### src/design/mcsc_pkg.sv
// Purpose: Shared constants for the main clock source control block
// Assumes: Avalon-MM byte addresses are four times the register index
// Notes:   Startup counts are in cycles of the source being started
package mcsc_pkg;
	// Register indices; byte address is index times four
	localparam logic [5:0] IDX_SEL_CTRL   = 6'h00;
	localparam logic [5:0] IDX_PRESC_CTRL = 6'h01;
	localparam logic [5:0] IDX_LOCK       = 6'h02;
	localparam logic [5:0] IDX_STATE      = 6'h03;
	localparam logic [5:0] IDX_FAST_CTRL  = 6'h10;
	localparam logic [5:0] IDX_FREQ_TRIM  = 6'h11;
	localparam logic [5:0] IDX_TEMP_TRIM  = 6'h12;
	localparam logic [5:0] IDX_LP_CTRL    = 6'h18;
	localparam logic [5:0] IDX_XTAL_CTRL  = 6'h1C;
	localparam logic [5:0] IDX_UNLOCK     = 6'h20;
	// Field positions
	localparam int CKOUT_BIT    = 7;
	localparam int RUNSTBY_BIT  = 1;
	localparam int XENABLE_BIT  = 0;
	localparam int XSEL_BIT     = 2;
	localparam int XSTART_LO    = 4;
	localparam int TRIMLOCK_BIT = 7;
	localparam int EXTS_BIT     = 7;
	localparam int SOSC_BIT     = 0;
	localparam int FAST_STS_BIT = 4;
	// Reset values
	localparam logic [7:0] SEL_CTRL_RST   = 8'h00;
	localparam logic [4:0] PRESC_CTRL_RST = 5'h11;
	// Unlock key value, arbitrary
	localparam logic [7:0] UNLOCK_KEY     = 8'hA5;
	localparam logic [2:0] WINDOW_INSTR   = 3'h4;
	// Source indices, also the main source choice encoding
	localparam logic [1:0] SRC_FAST = 2'h0;
	localparam logic [1:0] SRC_LP   = 2'h1;
	localparam logic [1:0] SRC_XTAL = 2'h2;
	localparam logic [1:0] SRC_EXT  = 2'h3;
	// Startup counts in source cycles
	localparam logic [12:0] RC_GATE_CYCLES  = 13'h0004;
	localparam logic [12:0] EXT_START_CYC   = 13'h0002;
	localparam logic [12:0] XSTART_CYC_0    = 13'h0100;
	localparam logic [12:0] XSTART_CYC_1    = 13'h0400;
	localparam logic [12:0] XSTART_CYC_2    = 13'h0800;
	localparam logic [12:0] XSTART_CYC_3    = 13'h1000;
	// Last count of the 32 low-power source cycles per 1 kHz tick
	localparam logic [4:0]  KHZ_DIV_LAST    = 5'h1F;
	// Center frequency fuse codes
	localparam logic [1:0]  FREQ_16MHZ      = 2'h1;
	localparam logic [1:0]  FREQ_20MHZ      = 2'h2;
endpackage : mcsc_pkg

### src/design/mcsc_top.sv
// Purpose: Main clock source control: sources, trims, write protection
// Assumes: Source tick inputs are one-cycle pulses, one per source edge
// Notes:   Avalon-MM slave, one wait cycle on every access
//
// Contract
// Fast oscillator centers at 16 or 20 MHz per fuse field.
// After reset the fuse frequency sets the main clock frequency.
// Both fast oscillator trims load from fuse values at reset.
// Six-bit frequency trim and four-bit temperature slope trim exist.
// Trim lock fuse set blocks every software trim change.
// Main clock lock plus fast oscillator as main blocks trim changes.
// Fast oscillator output only after analog start plus 4 cycles.
// Software should slow the main clock before retrimming it.
// Low-power oscillator output after analog start plus 4 cycles.
// Low-power oscillator produces a 1 kHz tick for timers.
// Crystal or external 32 kHz clock, chosen by source select.
// Crystal runs only when enabled; enable overrides its two pins.
// Two-bit field selects crystal startup wait.
// External clock on first crystal pin starts in 2 cycles.
// Crystal oscillator has no trim.
// External clock request configures the external clock pin.
// External clock input starts in 2 cycles on first request.
// Software writes key, then protected write within four instructions.
// Protected writes outside the window are accepted but ignored.
// Eight registers are protected by the same key.
// Select control resets 0x00: output enable bit 7, source bits 1:0.
// Window counter loads on key, closes after 4 instructions or a write.
// Source choice 0 fast, 1 low-power, 2 crystal, 3 external.
// Output enable set drives system clock onto the output pin.
//
// The Avalon-MM interface to the registers is this design's own decision.
`timescale 1ns/1ps
module mcsc_top (
	// Clock and reset
	input  wire logic                          clock,
	input  wire logic                          sys_rst,
	// Avalon-MM slave
	input  wire logic [7:0]                    avs_address,
	input  wire logic                          avs_read,
	input  wire logic                          avs_write,
	input  wire logic [31:0]                   avs_writedata,
	input  wire logic [3:0]                    avs_byteenable,
	output logic      [31:0]                   avs_readdata,
	output logic                               avs_waitrequest,
	// Oscillator configuration fuse and factory trims
	input  wire logic [1:0]                    center_freq_fuse_field,
	input  wire logic                          trim_lock_fuse_bit,
	input  wire logic [5:0]                    fuse_freq_trim,
	input  wire logic [3:0]                    fuse_temp_trim,
	// CPU instruction retire pulse
	input  wire logic                          cpu_instr_done,
	// Peripheral requests per source, index is the source choice
	input  wire logic [3:0]                    periph_req,
	// Analog start done per source, index as above
	input  wire logic [3:0]                    analog_ok,
	// One pulse per source edge, index as above
	input  wire logic [3:0]                    src_tick,
	// Oscillator controls
	output logic      [3:0]                    src_run,
	output logic      [3:0]                    src_gate_open,
	output logic                               fast_osc_20mhz,
	output logic      [5:0]                    fast_osc_freq_trim_field,
	output logic      [3:0]                    fast_osc_temp_slope_field,
	output logic                               crystal_ext_clock_mode,
	// Pin overrides
	output logic                               crystal_pins_override,
	output logic                               external_clock_pin_override,
	output logic                               system_clock_output_en,
	// Main clock
	output logic      [1:0]                    main_source_choice,
	output logic      [4:0]                    main_prescale,
	output logic                               tick_1khz
);
	import mcsc_pkg::*;
	////////////////////////////////////////////////////////////////////
	// Registers
	logic [7:0]  sel_ctrl_ff,   nxt_sel_ctrl;
	logic [4:0]  presc_ff,      nxt_presc;
	logic        lock_en_ff,    nxt_lock_en;
	logic        fast_stby_ff,  nxt_fast_stby;
	logic        lp_stby_ff,    nxt_lp_stby;
	logic [5:0]  xtal_ff,       nxt_xtal;
	logic [5:0]  ftrim_ff,      nxt_ftrim;
	logic [3:0]  ttrim_ff,      nxt_ttrim;
	logic        tlock_ff;
	logic        freq20_ff;
	logic        fuse_load_ff;
	logic [2:0]  win_ff,        nxt_win;
	logic [1:0]  active_ff,     nxt_active;
	logic        wait_ff;
	logic [31:0] rdata_ff;
	logic [4:0]  khz_cnt_ff;
	logic        khz_ff;
	logic [3:0]  run_ff, gate_ff, req_seen_ff;
	logic        xpin_ff, epin_ff, cko_ff;
	////////////////////////////////////////////////////////////////////
	// Bus decode
	wire [5:0] idx      = avs_address[7:2];
	wire       aligned  = (avs_address[1:0] == 2'h0);
	wire       wr_fire  = avs_write & ~wait_ff & avs_byteenable[0];
	wire [7:0] wbyte    = avs_writedata[7:0];
	wire hit_sel   = aligned & (idx == IDX_SEL_CTRL);
	wire hit_presc = aligned & (idx == IDX_PRESC_CTRL);
	wire hit_lock  = aligned & (idx == IDX_LOCK);
	wire hit_state = aligned & (idx == IDX_STATE);
	wire hit_fast  = aligned & (idx == IDX_FAST_CTRL);
	wire hit_ftrim = aligned & (idx == IDX_FREQ_TRIM);
	wire hit_ttrim = aligned & (idx == IDX_TEMP_TRIM);
	wire hit_lp    = aligned & (idx == IDX_LP_CTRL);
	wire hit_xtal  = aligned & (idx == IDX_XTAL_CTRL);
	wire hit_key   = aligned & (idx == IDX_UNLOCK);
	////////////////////////////////////////////////////////////////////
	// Write protection
	wire window_open = (win_ff != 3'h0);
	// same key guards eight registers
	wire hit_prot = hit_sel | hit_presc | hit_lock | hit_fast
		| hit_ftrim | hit_ttrim | hit_lp | hit_xtal;
	// closed window drops the write
	wire prot_wr  = wr_fire & hit_prot & window_open;
	wire key_wr   = wr_fire & hit_key & (wbyte == UNLOCK_KEY);
	// Main lock freezes selection, prescaler and itself until reset
	wire main_wr_ok = prot_wr & ~lock_en_ff;
	// fuse lock, main lock on fast source
	wire trim_wr_ok = prot_wr & ~tlock_ff
		& ~(lock_en_ff & (active_ff == SRC_FAST));

	// four-instruction window, closed by any protected write
	assign nxt_win = key_wr ? WINDOW_INSTR : (prot_wr ? 3'h0 :
		((cpu_instr_done & window_open) ? win_ff - 3'h1 : win_ff));
	////////////////////////////////////////////////////////////////////
	// Register next values
	// only output enable and source bits are kept
	assign nxt_sel_ctrl = (main_wr_ok & hit_sel) ?
		(wbyte & 8'h83) : sel_ctrl_ff;
	assign nxt_presc    = (main_wr_ok & hit_presc) ? wbyte[4:0] : presc_ff;
	assign nxt_lock_en  = lock_en_ff | (main_wr_ok & hit_lock & wbyte[0]);
	assign nxt_fast_stby = (prot_wr & hit_fast) ?
		wbyte[RUNSTBY_BIT] : fast_stby_ff;
	assign nxt_lp_stby  = (prot_wr & hit_lp) ?
		wbyte[RUNSTBY_BIT] : lp_stby_ff;
	// crystal control holds no trim bits
	assign nxt_xtal     = (prot_wr & hit_xtal) ? wbyte[5:0] : xtal_ff;
	// six-bit and four-bit trim fields
	assign nxt_ftrim    = (trim_wr_ok & hit_ftrim) ? wbyte[5:0] : ftrim_ff;
	assign nxt_ttrim    = (trim_wr_ok & hit_ttrim) ? wbyte[3:0] : ttrim_ff;
	always_ff @(posedge clock or posedge sys_rst) begin
		if (sys_rst) begin
			sel_ctrl_ff  <= SEL_CTRL_RST;
			presc_ff     <= PRESC_CTRL_RST;
			lock_en_ff   <= 1'b0;
			fast_stby_ff <= 1'b0;
			lp_stby_ff   <= 1'b0;
			xtal_ff      <= 6'h00;
			win_ff       <= 3'h0;
		end else begin
			sel_ctrl_ff  <= nxt_sel_ctrl;
			presc_ff     <= nxt_presc;
			lock_en_ff   <= nxt_lock_en;
			fast_stby_ff <= nxt_fast_stby;
			lp_stby_ff   <= nxt_lp_stby;
			xtal_ff      <= nxt_xtal;
			win_ff       <= nxt_win;
		end
	end
	// fuse trims caught on the first edge after release
	always_ff @(posedge clock or posedge sys_rst) begin
		if (sys_rst) begin
			fuse_load_ff <= 1'b1;
			ftrim_ff     <= 6'h00;
			ttrim_ff     <= 4'h0;
			tlock_ff     <= 1'b1;
			freq20_ff    <= 1'b0;
		end else if (fuse_load_ff) begin
			fuse_load_ff <= 1'b0;
			ftrim_ff     <= fuse_freq_trim;
			ttrim_ff     <= fuse_temp_trim;
			tlock_ff     <= trim_lock_fuse_bit;
			// fuse picks the center frequency
			freq20_ff    <= (center_freq_fuse_field == FREQ_20MHZ);
		end else begin
			ftrim_ff     <= nxt_ftrim;
			ttrim_ff     <= nxt_ttrim;
		end
	end
	////////////////////////////////////////////////////////////////////
	// Source startup
	wire [1:0] xsu  = xtal_ff[XSTART_LO+1:XSTART_LO];
	wire       xsel = xtal_ff[XSEL_BIT];
	wire       xen  = xtal_ff[XENABLE_BIT];
	// select bit picks mode, start wait
	wire [12:0] xtal_need = xsel ? EXT_START_CYC :
		(xsu == 2'h0) ? XSTART_CYC_0 : (xsu == 2'h1) ? XSTART_CYC_1 :
		(xsu == 2'h2) ? XSTART_CYC_2 : XSTART_CYC_3;
	wire [1:0] want_src = sel_ctrl_ff[1:0];
	wire [3:0] stby = {1'b0, xtal_ff[RUNSTBY_BIT], lp_stby_ff,
		fast_stby_ff};
	// Crystal and external clock need no analog settle input
	wire [3:0] settle = {1'b1, 1'b1, analog_ok[1:0]};
	wire [3:0] src_req, src_used;
	logic [12:0] need [4];
	logic [12:0] cnt_ff [4];
	// RC sources count 4 cycles after analog start
	assign need[0] = RC_GATE_CYCLES;
	assign need[1] = RC_GATE_CYCLES;
	assign need[2] = xtal_need;
	// external clock input starts in 2 cycles
	assign need[3] = EXT_START_CYC;
	// source index equals the main source choice code
	generate
		for (genvar g = 0; g < 4; g++) begin : g_src
			assign src_used[g] = periph_req[g]
				| (want_src == 2'(g)) | (active_ff == 2'(g));
			// crystal starts only while enabled
			assign src_req[g] = (src_used[g] | stby[g])
				& ((g != 2) | xen);
			always_ff @(posedge clock or posedge sys_rst) begin
				if (sys_rst) begin
					cnt_ff[g]  <= 13'h0000;
					gate_ff[g] <= 1'b0;
				end else if (!src_req[g]) begin
					cnt_ff[g]  <= 13'h0000;
					gate_ff[g] <= 1'b0;
				end else if (!gate_ff[g] && settle[g] && src_tick[g]) begin
					cnt_ff[g]  <= cnt_ff[g] + 13'h0001;
					gate_ff[g] <= (cnt_ff[g] + 13'h0001 >= need[g]);
				end
			end
		end
	endgenerate
	////////////////////////////////////////////////////////////////////
	// Main source switch waits for the new source to be stable
	assign nxt_active = (want_src != active_ff) && gate_ff[want_src] ?
		want_src : active_ff;
	wire sosc = (want_src != active_ff);
	always_ff @(posedge clock or posedge sys_rst) begin
		if (sys_rst) begin
			active_ff   <= SRC_FAST;
			run_ff      <= 4'h0;
			req_seen_ff <= 4'h0;
			xpin_ff     <= 1'b0;
			epin_ff     <= 1'b0;
			cko_ff      <= 1'b0;
		end else begin
			active_ff   <= nxt_active;
			run_ff      <= src_req;
			req_seen_ff <= src_used;
			// enabled crystal owns both of its pins
			xpin_ff     <= xen;
			// any request claims the external clock pin
			epin_ff     <= src_req[SRC_EXT];
			// clock output pin enable
			cko_ff      <= sel_ctrl_ff[CKOUT_BIT];
		end
	end
	////////////////////////////////////////////////////////////////////
	// 1 kHz tick from the low-power source
	always_ff @(posedge clock or posedge sys_rst) begin
		if (sys_rst) begin
			khz_cnt_ff <= 5'h00;
			khz_ff     <= 1'b0;
		end else begin
			khz_ff <= 1'b0;
			if (gate_ff[SRC_LP] && src_tick[SRC_LP]) begin
				khz_cnt_ff <= khz_cnt_ff + 5'h01;
				khz_ff     <= (khz_cnt_ff == KHZ_DIV_LAST);
			end
		end
	end
	////////////////////////////////////////////////////////////////////
	// Read mux and wait state
	// Status shows stable only while the source is actually used
	wire [3:0] sts = gate_ff & req_seen_ff;
	wire [7:0] rd_state = {sts[SRC_EXT], sts[SRC_XTAL], sts[SRC_LP],
		sts[SRC_FAST], 3'h0, sosc};
	wire [7:0] rd_byte =
		hit_sel   ? sel_ctrl_ff :
		hit_presc ? {3'h0, presc_ff} :
		hit_lock  ? {7'h00, lock_en_ff} :
		hit_state ? rd_state :
		hit_fast  ? {6'h00, fast_stby_ff, 1'b0} :
		hit_ftrim ? {2'h0, ftrim_ff} :
		hit_ttrim ? {tlock_ff, 3'h0, ttrim_ff} :
		hit_lp    ? {6'h00, lp_stby_ff, 1'b0} :
		hit_xtal  ? {2'h0, xtal_ff} :
		hit_key   ? {7'h00, window_open} : 8'h00;
	always_ff @(posedge clock or posedge sys_rst) begin
		if (sys_rst) begin
			wait_ff  <= 1'b1;
			rdata_ff <= 32'h00000000;
		end else begin
			// One wait cycle keeps the answer on a flop
			wait_ff <= ~((avs_read | avs_write) & wait_ff);
			if (avs_read && wait_ff)
				rdata_ff <= {24'h000000, rd_byte};
		end
	end
	////////////////////////////////////////////////////////////////////
	// Outputs
	assign avs_readdata                = rdata_ff;
	assign avs_waitrequest             = wait_ff;
	assign src_run                     = run_ff;
	assign src_gate_open               = gate_ff;
	assign fast_osc_20mhz              = freq20_ff;
	assign fast_osc_freq_trim_field    = ftrim_ff;
	assign fast_osc_temp_slope_field   = ttrim_ff;
	assign crystal_ext_clock_mode      = xtal_ff[XSEL_BIT];
	assign crystal_pins_override       = xpin_ff;
	assign external_clock_pin_override = epin_ff;
	assign system_clock_output_en      = cko_ff;
	assign main_source_choice          = active_ff;
	assign main_prescale               = presc_ff;
	assign tick_1khz                   = khz_ff;
	////////////////////////////////////////////////////////////////////
	// Checks
	property p_wait_one;
		@(posedge clock) disable iff (sys_rst)
		(avs_read | avs_write) && wait_ff |=> !wait_ff ##1 wait_ff;
	endproperty
	a_wait_one: assert property (p_wait_one) else $error("wait state bad");
	property p_key_open;
		@(posedge clock) disable iff (sys_rst)
		key_wr |=> win_ff == 3'h4;
	endproperty
	a_key_open: assert property (p_key_open) else $error("key no window");
	property p_win_close;
		@(posedge clock) disable iff (sys_rst)
		prot_wr && !key_wr |=> !window_open;
	endproperty
	a_win_close: assert property (p_win_close) else $error("window open");
	property p_closed_ignored;
		@(posedge clock) disable iff (sys_rst)
		wr_fire && hit_sel && !window_open |=> $stable(sel_ctrl_ff);
	endproperty
	a_closed_ignored: assert property (p_closed_ignored)
		else $error("write passed closed window");
	property p_fuse_lock;
		@(posedge clock) disable iff (sys_rst)
		!fuse_load_ff && tlock_ff |=> $stable(ftrim_ff) && $stable(ttrim_ff);
	endproperty
	a_fuse_lock: assert property (p_fuse_lock) else $error("trim changed");
	property p_main_lock;
		@(posedge clock) disable iff (sys_rst)
		!fuse_load_ff && lock_en_ff && active_ff == SRC_FAST
		&& $stable(active_ff) |=> $stable(ftrim_ff);
	endproperty
	a_main_lock: assert property (p_main_lock) else $error("main lock");
	property p_rc_start;
		@(posedge clock) disable iff (sys_rst)
		$rose(gate_ff[0]) |-> $past(cnt_ff[0]) == 13'h0003;
	endproperty
	a_rc_start: assert property (p_rc_start) else $error("fast start");
	property p_xtal_enable;
		@(posedge clock) disable iff (sys_rst)
		gate_ff[SRC_XTAL] |-> $past(xen);
	endproperty
	a_xtal_enable: assert property (p_xtal_enable) else $error("xtal off");
	property p_ext_pin;
		@(posedge clock) disable iff (sys_rst)
		periph_req[SRC_EXT] |=> epin_ff;
	endproperty
	a_ext_pin: assert property (p_ext_pin) else $error("pin not claimed");
	property p_system_clock_output;
		@(posedge clock) disable iff (sys_rst)
		sel_ctrl_ff[CKOUT_BIT] |=> cko_ff;
	endproperty
	a_system_clock_output: assert property (p_system_clock_output) else $error("clock out off");
	c_unlock_write: cover property (@(posedge clock) key_wr ##[1:8] prot_wr);
	c_switch: cover property (@(posedge clock) $changed(active_ff));
	c_khz: cover property (@(posedge clock) khz_ff);
endmodule : mcsc_top

### config.mk
export PLATFORM = sky130hd
export DESIGN_NAME = mcsc_top
export DESIGN_NICKNAME = d
export VERILOG_FILES = /design/src/design/mcsc_pkg.sv /design/src/design/mcsc_top.sv
export SDC_FILE = /design/constraint.sdc
export NUM_CORES = 1
export LEC_CHECK = 0
export ABC_AREA = 0
export ABC_CLOCK_PERIOD_IN_PS = 6030
export BUFFER_PORTS_ARGS = -buffer_cell sky130_fd_sc_hd__clkbuf_2
export CORE_MARGIN = 2
export CORE_UTILIZATION = 60
export DETAILED_ROUTE_END_ITERATION = 7
export PLACE_DENSITY = 0.85
export SKIP_CTS_REPAIR_TIMING = 1
export SYNTH_ARGS = -nofsm -noshare
export SYNTH_HDL_FRONTEND = slang
export SYNTH_SLANG_ARGS = --single-unit
export TNS_END_PERCENT = 1
### constraint.sdc
create_clock -name clock -period 6.03 [get_ports clock]
set_clock_uncertainty 0.2 [all_clocks]
set_input_delay 0.3015 -clock clock [delete_from_list [all_inputs] [get_ports clock]]
set_output_delay 0.3015 -clock clock [all_outputs]
set_load 0.02 [all_outputs]
# Word-level counts from Yosys, hierarchy flattened
# Index checks and enable logic that the tools add are counted.
[totals] register_bits=117 latchBits=0 ramBits=0 rom_bits=0 in_bits=74 out_inout_bits=64 word_cells=186 memories=0
[classes] n_addsub=6 multipliers=0 n_div=0 order_cmp=5 n_eq_ne=25 shift=0 mux=40 bitwise=58 n_reduce_logical=22
[op_table] cell="two-way mux 13 bit" n=12
[op_table] cell="two-way mux 8 bit" n=7
[op_table] cell="adder 13 x 1 -> 13 bit, second input constant" n=4
[op_table] cell="AND 1 bit" n=32
[op_table] cell="== test 6 x 5 -> 1 bit, second input constant" n=5
[op_table] cell="greater-or-equal comparator 13 x 3 -> 1 bit, second input constant" n=2
[op_table] cell="two-way mux 6 bit" n=4
[op_table] cell="OR 1 bit" n=20
[op_table] cell="greater-or-equal comparator 13 bit" n=1
[op_table] cell="greater-or-equal comparator 13 x 2 -> 1 bit, second input constant" n=1
[op_table] cell="== test 2 bit, second input constant" n=6
[op_table] cell="== test 6 x 2 -> 1 bit, second input constant" n=2
[op_table] cell="two-way mux 1 bit" n=11
[op_table] cell="logical AND 1 bit" n=9
[op_table] cell="two-way mux 3 bit" n=3
[op_table] cell="== test 8 bit, second input constant" n=1
[op_table] cell="logical NOT 2 bit" n=4
[op_table] cell="two-way mux 4 bit" n=2
[op_table] cell="inequality test 2 x 1 -> 1 bit, second input constant" n=4
[op_table] cell="== test 2 x 1 -> 1 bit, second input constant" n=3
[op_table] cell="== test 6 x 1 -> 1 bit, second input constant" n=1
[op_table] cell="== test 6 bit, second input constant" n=1
[op_table] cell="logical NOT 6 bit" n=1
[op_table] cell="nonzero test 3 bit" n=2
[op_table] cell="other kinds (10)" n=18

# Logic depth before layout (Yosys ltp)
[depth] ltp_word=16 depth_mapped=11 ltp_nobuf=11

# Least setup slack after synthesis
# No wires, ideal clock.
[synth_path] kind="flip-flop to flip-flop" startpoint="reg cnt_ff[13] (netlist name)" endpoint="reg gate_ff[2] (netlist: src_gate_open[2])" setup_time_ns=0.124 arrival_ns=2.214 required_time_ns=5.706 setup_slack_ns=3.492 path_stages_with_launch=12 synth_period_minus_slack_ns=2.538 path_cell_list="dfrtp_1 ha_1 and4_1 and2_1 and3_1 nand3_1 xnor2_1 ha_1 o21a_1 o21ai_0 a211oi_1 a211o_1"
[synth_via] elab_chain_cells=4
[synth_lines] element="from (decl)" line_no="mcsc_top.sv:201" text="logic [12:0] cnt_ff [4];"
[synth_lines] element="from (signal, indexed assignment)" line_no="mcsc_top.sv:224" text="cnt_ff[g] <= cnt_ff[g] + 13'h0001;"
[synth_lines] element="adder 13 x 1 -> 13 bit" line_no="mcsc_top.sv:225" text="gate_ff[g] <= (cnt_ff[g] + 13'h0001 >= need[g]);"
[synth_lines] element="greater-or-equal comparator 13 bit" line_no="mcsc_top.sv:225"
[synth_lines] element="two-way mux 1 bit" line_no="mcsc_top.sv:223" text="end else if (!gate_ff[g] && settle[g] && src_tick[g]) begin"
[synth_lines] element="two-way mux 1 bit" line_no="mcsc_top.sv:220" text="end else if (!src_req[g]) begin"
[synth_lines] element="to (signal, indexed assignment)" line_no="mcsc_top.sv:225"
[synth_lines] element="to (decl)" line_no="mcsc_top.sv:94" text="logic [3:0] run_ff, gate_ff, req_seen_ff;"
# Every way passes these cells. The select of a mux whose other input is x is not followed.
# A chain may end at the register's enable or synchronous reset.

# Worst setup path after layout
# Same ends and word-level chain as after synthesis.

==> results.json <==
{
  "status": "finished with violations",
  "violations": "hold timing",
  "worstRegToRegCells": 11,
  "start_kind": "flip-flop",
  "area_delta_synth_final_pct": 19.5,
  "top_usage_layer": "met2",
  "clk_latency_ns": 0.53,
  "path_max_fanout": 8,
  "cts.path.max_buffers": 2,
  "cts.sinks": 115,
  "core_area_um2": 10800,
  "place_congestion": 0.899,
  "synth_edf_count": 0,
  "crit_type": "reg2reg",
  "leakagePower_uw": 0.00356,
  "report.final.hold_viol_count": 1,
  "nFillCells": 718,
  "synth_cells": 676,
  "synthArstFlopShare": 1.00,
  "ys_warn_count": 0,
  "hpwl_um": 10300,
  "post-place-ws_ns": 3.08,
  "r2r-start": "cnt_ff[13]$_DFFE_PP0P_",
  "floorplan.rows": 38,
  "r2r-end": "src_gate_open[2]$_DFFE_PP0P_",
  "slew_headroom": 0.237,
  "synthMuxAreaShare": 0.0852,
  "hold_path_depth": 5,
  "hold_end": "cnt_ff[31]$_DFFE_PP0P_",
  "ys_ff_latch": 115,
  "rrSetupSlack_ns": 3.16,
  "met2_usage": 0.440,
  "cts_tree": "built",
  "synthSimpleGateAreaFrac": 0.216,
  "grt_pass1_wl_um": 24400,
  "drive_above_1_share": 0.227,
  "synth_cell_types": 69,
  "antenna_found_initial": 0,
  "syn_area_um2": 6610,
  "drt-vias-per-instance": 5.81,
  "synth_compound_area_frac": 0.0941,
  "start_util": 0.612,
  "grt_remaining_overflow": 0,
  "synth_ff_type": "dfrtp_1",
  "wl_per_cell_um": 16.5,
  "endpoint_kind": "flip-flop",
  "h-tree-depth": 4,
  "clkTransAtPathRegs_ns": 0.06,
  "die_area_um2": 11900,
  "drt_wl_total_um": 15500,
  "synth_area_per_cell_um2": 9.77,
  "grt_max_degree": 72,
  "numCtsBuffers": 17,
  "io_pins": 138,
  "antenna_left": 0,
  "drt_iter0_markers": 418,
  "fin_nets": 871,
  "hold_start": "analog_ok[1]",
  "synthAdderAreaFrac": 0.0303,
  "fin_crit_sh": 0.476,
  "synth-seq-area-share": 0.437,
  "diodes": 0,
  "die_h_um": 109,
  "rsz0062_at_grt": "no",
  "startpoint": "cnt_ff[13]$_DFFE_PP0P_",
  "track_usage": 0.265,
  "io_buffers": 84,
  "dr.pass1.iters": 5,
  "crit_required_ns": 6.24,
  "grt_pass1_vias": 5207,
  "final_cell_count_no_fill": 934,
  "tightestPinTransition_ns": 1.14,
  "finalSetupViolations": 0,
  "via_count": 5425,
  "fin_worst_hold_slack_ns": -0.0104,
  "synth_top_family_by_area": "simple AND/OR/NAND/NOR gates",
  "fin_ws_ns": 3.16,
  "maxCapViolations": 0,
  "slew_violations": 0,
  "dieWidth_um": 109,
  "hold_class": "in2reg",
  "max_freq_mhz": 348,
  "finalCriticalPeriod_ns": 2.87,
  "p_per_area_nw_per_um2": 275,
  "cts_root_buf": "clkbuf_8",
  "final_cell_mix": "dfrtp_1, clkbuf_2, nor2_1, nand2_1, mux2_2",
  "synth_xor_area_frac": 0.0782,
  "met1_usage": 0.327,
  "ir_drop_mv": 0.205,
  "final_common_cell": "dfrtp_1",
  "cp.arrival_ns": 3.08,
  "fin_tns_setup_ns": 0,
  "met3_usage": 0.0610,
  "p_total_uw": 2170,
  "placedCellCount": 872,
  "drc": 0
}
## flip-flops by register name, summed over array words and instances, names as in the netlist, 2 cells and up
signal                     count
main_prescale                  5
cnt_ff                        52
req_seen_ff                    3
khz_cnt_ff                     5
sel_ctrl_ff                    3
fast_osc_freq_trim_field       6
fast_osc_temp_slope_field      4
xtal_ff                        6
main_source_choice             2
avs_readdata                   8
win_ff                         3
src_run                        3
src_gate_open                  4
## worst max path at each step
stage                                                          to  slack (ns)  cells after the start
after floorplan                       avs_readdata[0]$_DFFE_PP0P_        2.49                      1
after global placement    fast_osc_freq_trim_field[4]$_DFFE_PP0P_        3.10                      6
after detailed placement  fast_osc_freq_trim_field[5]$_DFFE_PP0P_        3.08                      6
after CTS                            src_gate_open[2]$_DFFE_PP0P_        3.17                     11
after global routing                 src_gate_open[2]$_DFFE_PP0P_        3.00                     11
final                                src_gate_open[2]$_DFFE_PP0P_        3.16                     11
## where the power goes
part / switching (µW) / internal, µW
clock: 373 / 631
sequential: 61.1 / 820
combinational: 170 / 119
total: 605 / 1570
## cell type report
| class | instances | area [µm²] | share of cell area |
|---|---|---|---|
| clock buffers | 17 | 414 | 0.0525 |
| clock inverters | 15 | 184 | 0.0233 |
| inverters | 21 | 81.3 | 0.0103 |
| multi-input cells | 510 | 3420 | 0.433 |
| flip-flops and latches | 115 | 2880 | 0.365 |
| well taps | 140 | 175 | 0.0222 |
| repair buffers | 116 | 736 | 0.0932 |
## routing by layer
layer	vias up	routed length [µm]
met3	38	987
li1	2572	-
met2	203	7650
met1	2612	6420
met5	-	0
met4	0	391
## synth_stat cells (all sizes together) (4+ instances only)
cell / instances / area [µm²]
nand4: 24 / 150
nor4: 11 / 98.8
or3: 13 / 81.3
xnor2: 24 / 210
o21ai: 21 / 105
dfrtp: 110 / 2750
mux2i: 9 / 90.1
a31oi: 8 / 50.1
and3: 9 / 56.3
nor3: 18 / 95.1
and2: 5 / 31.3
or2: 4 / 25.0
inv: 21 / 78.8
o22ai: 4 / 25.0
buf: 32 / 229
xor2: 35 / 307
nor2: 74 / 285
nand2b: 5 / 31.3
nand3: 33 / 165
clkbuf: 22 / 82.6
nand2: 53 / 199
dfstp: 5 / 131
a221oi: 6 / 52.6
ha: 16 / 200
a21oi: 16 / 80.1
mux2: 42 / 473
## critical path, cell delays in order, from the launching register on
cell	delay, ns
dfrtp_1	0.44
ha_1	0.34
and4_1	0.25
and2_1	0.18
and3_1	0.17
nand3_1	0.09
xnor2_1	0.20
ha_1	0.26
o21a_1	0.13
o21ai_0	0.15
a211oi_1	0.07
a211o_1	0.28
## cells by family after synthesis
family,Yosys count
adder cells (fa/ha/maj),16
AO/OA/AOI/OAI,91
buffers and inverters,75
AND/OR/NAND/NOR,268
flip-flops,115
other,1
XOR/XNOR,59
multiplexers,51
## stage by stage
step,instance area [µm²],utilization
floorplan,6700,-
global placement,7000,0.648
detailed placement,7000,0.648
CTS,7590,0.704
global route,7900,0.732
finish,7900,0.732
(Power assumes the default switching activity.)
